### src/kwu_pkg.sv
// constants and types for the key-on wakeup stop release block
// assumes a single 200 MHz ref_clk and an AXI4-Lite register port
package kwu_pkg;

    localparam int unsigned KWU_NKEY      = 4;
    localparam int unsigned KWU_IDX_W     = 12;

    // register indices; byte address is four times the index
    localparam logic [11:0] KWU_IDX_ENABLE = 12'hF9F;
    localparam logic [11:0] KWU_IDX_CTRL   = 12'hFA0;
    localparam logic [11:0] KWU_IDX_STATUS = 12'hFA1;

    // enable register: key 3..0 enables in bits 7..4
    localparam int unsigned KWU_EN_LSB    = 4;
    localparam logic [3:0]  KWU_EN_RST    = 4'h0;

    // control register fields
    localparam int unsigned KWU_CTRL_RELM = 0;
    localparam int unsigned KWU_CTRL_STOP = 1;
    localparam logic        KWU_RELM_RST  = 1'b1;

    // status register fields
    localparam int unsigned KWU_ST_STATE  = 0;
    localparam int unsigned KWU_ST_PORT   = 4;
    localparam int unsigned KWU_ST_PIN    = 8;
    localparam int unsigned KWU_ST_RELM   = 9;

    localparam logic [1:0]  KWU_RESP_OKAY   = 2'h0;
    localparam logic [1:0]  KWU_RESP_SLVERR = 2'h2;
    localparam logic [31:0] KWU_ZERO32      = 32'h0000_0000;

    typedef enum logic [1:0] {
        KWU_RUN,
        KWU_STOP,
        KWU_WARM
    } kwu_state_t;

    // levels on the wake detection path
    typedef struct packed {
        logic       pin;
        logic [3:0] keys;
    } kwu_pins_t;

    // outcome of the release detector
    typedef struct packed {
        logic release_req;
        logic entry_block;
    } kwu_detect_t;

endpackage

### src/kwu_release_detect.sv
// release condition detector for the dedicated pin and four key inputs
// assumes wake path levels are synchronous to ref_clk
`timescale 1ns/1ps
`default_nettype none
module kwu_release_detect (
    input  wire logic                ref_clk,
    input  wire logic                rst,
    input  wire kwu_pkg::kwu_pins_t  pins,
    input  wire logic [3:0]          key_en,
    input  wire logic                relm,
    output kwu_pkg::kwu_detect_t     detect
);

    logic pin_prev;
    logic next_pin_prev;
    logic pin_rise;
    logic key_low;
    logic pin_cond;
    logic key_cond;

    always_comb begin
        next_pin_prev = pins.pin;
    end

    always_ff @(posedge ref_clk or posedge rst) begin
        if (rst) begin
            pin_prev <= 1'b0;
        end else begin
            pin_prev <= next_pin_prev;
        end
    end

    always_comb begin
        pin_rise = pins.pin & ~pin_prev;
        key_low  = |(~pins.keys & key_en);
        // level mode: pin high, keys low; edge mode: pin rise only
        pin_cond = relm ? pins.pin : pin_rise;
        key_cond = relm & key_low;
        detect.release_req = pin_cond | key_cond;
        detect.entry_block = pins.pin | key_cond;
    end

endmodule
`default_nettype wire

### src/kwu_wakeup.sv
// key-on wakeup stop release block with AXI4-Lite registers
// assumes ref_clk keeps running while the core sits in stop mode
// and that an outside warm-up counter answers warmup_start
//
// Overview of operation
// - stop mode ends by the dedicated pin or four key inputs.
// - each key input has its own enable bit.
// - enables for keys 3..0 sit in bits 7..4, reset zero.
// - enable bits are write-only; 1 enables, 0 disables.
// - in stop mode with level mode set, a low enabled key input starts release.
// - key pin levels readable through a port register anytime.
// - stop entry with a pending release goes straight to warm-up.
// - wake path and port read path are separate inputs.
// - level mode: pin high, keys low; edge mode: pin rise.
`timescale 1ns/1ps
`default_nettype none
module kwu_wakeup #(
    parameter int unsigned ADDR_W = 16
) (
    input  wire logic                ref_clk,
    input  wire logic                rst,
    input  wire logic [ADDR_W-1:0]   awaddr,
    input  wire logic                awvalid,
    output logic                     awready,
    input  wire logic [31:0]         wdata,
    input  wire logic [3:0]          wstrb,
    input  wire logic                wvalid,
    output logic                     wready,
    output logic [1:0]               bresp,
    output logic                     bvalid,
    input  wire logic                bready,
    input  wire logic [ADDR_W-1:0]   araddr,
    input  wire logic                arvalid,
    output logic                     arready,
    output logic [31:0]              rdata,
    output logic [1:0]               rresp,
    output logic                     rvalid,
    input  wire logic                rready,
    input  wire logic                release_pin,
    input  wire logic [3:0]          key_wake_in,
    input  wire logic [3:0]          key_port_in,
    input  wire logic                warmup_done,
    output logic                     stop_mode,
    output logic                     warmup_start
);

    if (ADDR_W < kwu_pkg::KWU_IDX_W + 2) begin : g_bad_addr_w
        $error("ADDR_W too small for the register map");
    end

    // bus state
    logic                aw_full;
    logic                next_aw_full;
    logic                w_full;
    logic                next_w_full;
    logic [ADDR_W-1:0]   aw_addr;
    logic [ADDR_W-1:0]   next_aw_addr;
    logic [31:0]         w_data;
    logic [31:0]         next_w_data;
    logic [3:0]          w_strb;
    logic [3:0]          next_w_strb;
    logic                next_awready;
    logic                next_wready;
    logic                next_bvalid;
    logic [1:0]          next_bresp;
    logic                next_arready;
    logic                next_rvalid;
    logic [31:0]         next_rdata;
    logic [1:0]          next_rresp;

    // register state
    logic [3:0]          key_en;
    logic [3:0]          next_key_en;
    logic                relm;
    logic                next_relm;
    logic                stop_cmd;
    logic                next_stop_cmd;
    logic [3:0]          port_level;
    logic [3:0]          next_port_level;
    logic                pin_level;
    logic                next_pin_level;

    // sequencer state
    kwu_pkg::kwu_state_t state;
    kwu_pkg::kwu_state_t next_state;
    logic                next_stop_mode;
    logic                next_warmup_start;

    kwu_pkg::kwu_pins_t   wake_pins;
    kwu_pkg::kwu_detect_t detect;

    logic                do_write;
    logic [11:0]         w_idx;
    logic [11:0]         r_idx;
    logic                w_hit;
    logic                r_hit;

    assign wake_pins.pin  = release_pin;
    assign wake_pins.keys = key_wake_in;

    kwu_release_detect u_detect (
        .ref_clk (ref_clk),
        .rst     (rst),
        .pins    (wake_pins),
        .key_en  (key_en),
        .relm    (relm),
        .detect  (detect)
    );

    // write channel: address and data taken in either order
    always_comb begin
        w_idx        = aw_addr[kwu_pkg::KWU_IDX_W+1:2];
        w_hit        = (w_idx == kwu_pkg::KWU_IDX_ENABLE) ||
                       (w_idx == kwu_pkg::KWU_IDX_CTRL) ||
                       (w_idx == kwu_pkg::KWU_IDX_STATUS);
        do_write     = aw_full && w_full && !bvalid;
        next_aw_full = aw_full;
        next_w_full  = w_full;
        next_aw_addr = aw_addr;
        next_w_data  = w_data;
        next_w_strb  = w_strb;
        next_bvalid  = bvalid;
        next_bresp   = bresp;
        if (awvalid && awready) begin
            next_aw_full = 1'b1;
            next_aw_addr = awaddr;
        end
        if (wvalid && wready) begin
            next_w_full = 1'b1;
            next_w_data = wdata;
            next_w_strb = wstrb;
        end
        if (do_write) begin
            next_aw_full = 1'b0;
            next_w_full  = 1'b0;
            next_bvalid  = 1'b1;
            next_bresp   = w_hit ? kwu_pkg::KWU_RESP_OKAY
                                 : kwu_pkg::KWU_RESP_SLVERR;
        end
        if (bvalid && bready) begin
            next_bvalid = 1'b0;
        end
        next_awready = !next_aw_full && !next_bvalid;
        next_wready  = !next_w_full && !next_bvalid;
    end

    // register writes
    always_comb begin
        next_key_en   = key_en;
        next_relm     = relm;
        next_stop_cmd = 1'b0;
        if (do_write && w_strb[0]) begin
            if (w_idx == kwu_pkg::KWU_IDX_ENABLE) begin
                // one enable bit per key input
                next_key_en = w_data[kwu_pkg::KWU_EN_LSB +: 4];
            end
            if (w_idx == kwu_pkg::KWU_IDX_CTRL) begin
                next_relm     = w_data[kwu_pkg::KWU_CTRL_RELM];
                next_stop_cmd = w_data[kwu_pkg::KWU_CTRL_STOP];
            end
        end
        // port path sampled apart from the wake path
        next_port_level = key_port_in;
        next_pin_level  = release_pin;
    end

    // read channel; enable register reads back as zero
    always_comb begin
        r_idx        = araddr[kwu_pkg::KWU_IDX_W+1:2];
        r_hit        = (r_idx == kwu_pkg::KWU_IDX_ENABLE) ||
                       (r_idx == kwu_pkg::KWU_IDX_CTRL) ||
                       (r_idx == kwu_pkg::KWU_IDX_STATUS);
        next_rvalid  = rvalid;
        next_rdata   = rdata;
        next_rresp   = rresp;
        if (arvalid && arready) begin
            next_rvalid = 1'b1;
            next_rdata  = kwu_pkg::KWU_ZERO32;
            next_rresp  = r_hit ? kwu_pkg::KWU_RESP_OKAY
                                : kwu_pkg::KWU_RESP_SLVERR;
            if (r_idx == kwu_pkg::KWU_IDX_CTRL) begin
                next_rdata[kwu_pkg::KWU_CTRL_RELM] = relm;
            end
            if (r_idx == kwu_pkg::KWU_IDX_STATUS) begin
                next_rdata[kwu_pkg::KWU_ST_STATE +: 2] = state;
                next_rdata[kwu_pkg::KWU_ST_PORT +: 4]  = port_level;
                next_rdata[kwu_pkg::KWU_ST_PIN]        = pin_level;
                next_rdata[kwu_pkg::KWU_ST_RELM]       = relm;
            end
        end
        if (rvalid && rready) begin
            next_rvalid = 1'b0;
        end
        next_arready = !next_rvalid;
    end

    // stop sequencer
    always_comb begin
        next_state        = state;
        next_stop_mode    = stop_mode;
        next_warmup_start = 1'b0;
        case (state)
            kwu_pkg::KWU_RUN: begin
                if (stop_cmd) begin
                    if (detect.entry_block) begin
                        // pending release: skip stop
                        next_state        = kwu_pkg::KWU_WARM;
                        next_warmup_start = 1'b1;
                    end else begin
                        next_state     = kwu_pkg::KWU_STOP;
                        next_stop_mode = 1'b1;
                    end
                end
            end
            kwu_pkg::KWU_STOP: begin
                if (detect.release_req) begin
                    next_state        = kwu_pkg::KWU_WARM;
                    next_stop_mode    = 1'b0;
                    next_warmup_start = 1'b1;
                end
            end
            kwu_pkg::KWU_WARM: begin
                if (warmup_done) begin
                    next_state = kwu_pkg::KWU_RUN;
                end
            end
            default: begin
                next_state     = kwu_pkg::KWU_RUN;
                next_stop_mode = 1'b0;
            end
        endcase
    end

    always_ff @(posedge ref_clk or posedge rst) begin
        if (rst) begin
            aw_full <= 1'b0;
            w_full  <= 1'b0;
            aw_addr <= '0;
            w_data  <= kwu_pkg::KWU_ZERO32;
            w_strb  <= 4'h0;
            awready <= 1'b1;
            wready  <= 1'b1;
            bvalid  <= 1'b0;
            bresp   <= kwu_pkg::KWU_RESP_OKAY;
            arready <= 1'b1;
            rvalid  <= 1'b0;
            rdata   <= kwu_pkg::KWU_ZERO32;
            rresp   <= kwu_pkg::KWU_RESP_OKAY;
        end else begin
            aw_full <= next_aw_full;
            w_full  <= next_w_full;
            aw_addr <= next_aw_addr;
            w_data  <= next_w_data;
            w_strb  <= next_w_strb;
            awready <= next_awready;
            wready  <= next_wready;
            bvalid  <= next_bvalid;
            bresp   <= next_bresp;
            arready <= next_arready;
            rvalid  <= next_rvalid;
            rdata   <= next_rdata;
            rresp   <= next_rresp;
        end
    end

    always_ff @(posedge ref_clk or posedge rst) begin
        if (rst) begin
            key_en     <= kwu_pkg::KWU_EN_RST;
            relm       <= kwu_pkg::KWU_RELM_RST;
            stop_cmd   <= 1'b0;
            port_level <= 4'h0;
            pin_level  <= 1'b0;
        end else begin
            key_en     <= next_key_en;
            relm       <= next_relm;
            stop_cmd   <= next_stop_cmd;
            port_level <= next_port_level;
            pin_level  <= next_pin_level;
        end
    end

    always_ff @(posedge ref_clk or posedge rst) begin
        if (rst) begin
            state        <= kwu_pkg::KWU_RUN;
            stop_mode    <= 1'b0;
            warmup_start <= 1'b0;
        end else begin
            state        <= next_state;
            stop_mode    <= next_stop_mode;
            warmup_start <= next_warmup_start;
        end
    end

endmodule
`default_nettype wire

### config.mk
export PLATFORM = sky130hd
export DESIGN_NAME = kwu_wakeup
export DESIGN_NICKNAME = d
export VERILOG_FILES = /design/src/kwu_pkg.sv /design/src/kwu_release_detect.sv /design/src/kwu_wakeup.sv
export SDC_FILE = /design/constraint.sdc
export NUM_CORES = 1
export LEC_CHECK = 0
export ABC_AREA = 1
export BUFFER_PORTS_ARGS = -buffer_cell sky130_fd_sc_hd__buf_4
export CORE_ASPECT_RATIO = 1.5
export CORE_MARGIN = 3
export CORE_UTILIZATION = 40
export CTS_CLUSTER_DIAMETER = 120
export DETAILED_ROUTE_END_ITERATION = 8
export PLACE_DENSITY = 0.76
export SLEW_MARGIN = 15
export SYNTH_ARGS = -nofsm -noshare
export SYNTH_HDL_FRONTEND = slang
export SYNTH_SLANG_ARGS = --single-unit
### constraint.sdc
create_clock -name ref_clk -period 1.3 [get_ports ref_clk]
set_input_delay 0.065 -clock ref_clk [delete_from_list [all_inputs] [get_ports ref_clk]]
set_output_delay 0.065 -clock ref_clk [all_outputs]
set_load 0.05 [all_outputs]
==> flow_summary.ini <==
[synth]
syn-instance-count = 267
share_of_synthesized_cell_area_in_full_adder_half_adder_and_majority_cells_pct = 0
cell_types_occupying_the_most_area_after_synthesis = dfrtp_1, nand2_1, buf_4, inv_1, o21ai_0
number_of_enable_type_register_cells_in_the_synthesized_netlist = 0
synth_area_sq_um = 2340
synth.avg_cell_area_sq_um = 8.78
ys_async_sr_fraction_pct = 100
synth_xor_xnor_area_share_pct = 0
synthMuxAreaShare_pct = 0
fraction_of_synthesized_cell_area_taken_by_the_top_area_cell_type_pct = 50.2
synth-compound-area-share_pct = 8.06
yosys.area_share.simple_pct = 22.7
yosysTopAreaCell = dfrtp_1
ys_seq_area_share_pct = 54.7
synth.most_common_cell = nand2_1
synth_flop_cell = dfrtp_1
synth-seq-cells = 51
synth_top_cells_by_count = nand2_1, dfrtp_1, inv_1
synthDistinctLibCells = 25
largest_family_of_logic_cells_by_synthesized_area = simple AND/OR/NAND/NOR gates
synth-warning-count = 0

[grt]
globalRouteOverflowTotal = 0
initial_antenna_violation_count = 0
grt_start_max_net_pins = 35
track_usage_pct = 15.3
grt_first_pass_wirelength_um = 8080
grt_pass1_vias = 1975

[clock_network]
clockBufferDepth = 2
h-tree-depth = 2
cts_inserted_buffers = 5
insertion_delay_ps = 300
tritoncts_clock_tree = yes
worst_setup_hold_path_clk_slew_ps = 90
clock_sink_total = 51
clockRootBuffer = clkbuf_8

[power]
cellPowerDensity_nw_per_um2 = 1650
worst_ir_drop_vdd_mv = 1.44
p_leak_nw = 1.69
post-layout-total-power_mw = 5.31

[cells_and_area]
finalNetCount = 451
diodes = 0
layout_cell_share_with_drive_strength_beyond_1_pct = 29.4
n_fill_cell = 485
synthToLayoutAreaGrowth_pct = 37.6
design_area_sq_um = 3230

[worst_setup_path]
arrival_ps = 1400
cp_max_fo = 8
reg2reg_slack_ps = 90
largest_stage_delay_worst_path_ps = 390
worst_setup_path_start_kind = register
critical_path_slowest_stage_cell = dfrtp_1
cp_cell_sequence = inv_2 -> nand4_1 -> nor3_2 -> nand3_2 -> nand2_1 -> o21ai_1
worst_setup_path_end_kind = register
cp_data_required_time_ps = 1480
critical_setup_path_kind = reg -> reg

[sta]
hold_viol_final = 0
timing.final.ws_setup_ps = 85.8
timing.clock.skew_ps = 9.08
layout_min_cycle_time_ps = 1210
final_hold_slack_ps = 31.6
achievable-frequency_mhz = 824
finalCritPeriodShare_pct = 93.4
timing_max_transition_violations_final = 0
report.final.setup_viol = 0
setup_repair_after_global_routing_missed_its_margin = false

[placed_design]
post-place-ws_ps = 118
final_hpwl_dp_um = 3530
dpl-instance-area_sq_um = 2870
numPortBuffers = 64
gp_routability_congestion = 0.766

[run]
maxCapViolations = 0

[die]
rows = 33
number_of_i_o_pins = 128
horizontal_die_dimension_um = 68.5
initial_core_util_pct = 42.0
floorplan.core_area_sq_um = 5570
fp.dieArea_sq_um = 6830
die_height_um = 99.7

[routing]
num_vias = 1964
totalWireLength_um = 4850
avgRoutedWirePerCell_um = 11.1
drt_iter0_drc = 46
antenna_viol_nets_final = 0
detail_route.vias_per_cell = 4.49
drcViolationCount = 0
first_pass_iters = 4

[status]
run_status = finished clean

[hold_path]
hold_class = in -> reg
## cell families after synthesis
kind of cell | Yosys count
AND/OR/NAND/NOR | 119
flip-flops | 51
buffers and inverters | 63
AO/OA/AOI/OAI | 33
other | 1
## final cells by class
class | count | area (sq um) | share of cell area, %
Sequential cell | 51 | 1280 | 39.7
Multi-Input combinational cell | 178 | 837 | 26.0
Timing Repair Buffer | 96 | 808 | 25.1
Inverter | 34 | 128 | 3.96
Tap cell | 70 | 87.6 | 2.72
Clock buffer | 5 | 68.8 | 2.13
Clock inverter | 3 | 15.0 | 0.465
## sequential cells by signal, summed over array words and instances (netlist names)
signal / flops
aw_addr: 12
rdata: 8
w_data: 6
key_en: 4
port_level: 4
state: 2
arready: 1
aw_full: 1
awready: 1
bresp: 1
bvalid: 1
relm: 1
rresp: 1
rvalid: 1
stop_cmd: 1
stop_mode: 1
u_detect.pin_prev: 1
w_full: 1
w_strb: 1
warmup_start: 1
wready: 1
## worst max-delay path: cells and delay by family (launching register included)
| family | cells | cell delay [ps] |
|---|---|---|
| AO/OA/AOI/OAI | 1 | 60 |
| buffers and inverters | 1 | 60 |
| flip-flops | 1 | 390 |
| AND/OR/NAND/NOR | 4 | 580 |
## power by group
group	internal [mW]	leakage [nW]	switching, mW
Clock	0.369	0.0477	0.484
Combinational	0.696	1.00	1.40
Sequential	2.09	0.640	0.267
## final timing paths
check                                               end  cells after the start                    start
worst max-delay path              key_en[2]$_DFFE_PP0P_                      6   aw_addr[7]$_DFFE_PP0P_
worst min register to register  aw_addr[13]$_DFFE_PP0P_                      2  aw_addr[13]$_DFFE_PP0P_
min in group asynchronous          bresp[1]$_DFFE_PP0P_                      4                      rst
worst max register to register    key_en[2]$_DFFE_PP0P_                      6   aw_addr[7]$_DFFE_PP0P_
max in group asynchronous             arready$_DFF_PP1_                      4                      rst
worst min-delay path                  arready$_DFF_PP1_                      3                   rready
## cells in the final DEF, fill, tap and decap left out, drive strengths merged
master / count
o31ai: 3
nand4: 4
nand2: 86
dlygate4sd3: 25
o211ai: 1
nand3: 10
buf: 71
conb: 26
a21oi: 1
clkinv: 3
dfstp: 4
o21ai: 28
dfrtp: 47
nand3b: 1
nor2: 12
nor3: 6
inv: 34
clkbuf: 5
## what timing repair did
item	4_1_cts	5_1_grt
gates resized for setup	0	4
setup endpoints to repair	0	5
hold buffers	25	0
endpoints found under the hold margin	71	0
setup buffers	0	1
## routing by layer
| layer | up-vias | track usage, % | wire [um] |
|---|---|---|---|
| li1 | 977 | - | - |
| met1 | 904 | 15.0 | 1780 |
| met2 | 77 | 29.7 | 2620 |
| met3 | 6 | 3.50 | 377 |
| met4 | 0 | 4.90 | 65 |
| met5 | - | 0 | 0 |
## through the flow
step	TNS, ps	std cells	util, %
final	0	437	57.9
after global routing	0	437	57.9
after CTS	0	436	57.6
after detailed placement	0	403	51.6
after global placement	0	403	51.6
after floorplan	-6.54	292	-
Power figures use the tool's default switching activity.
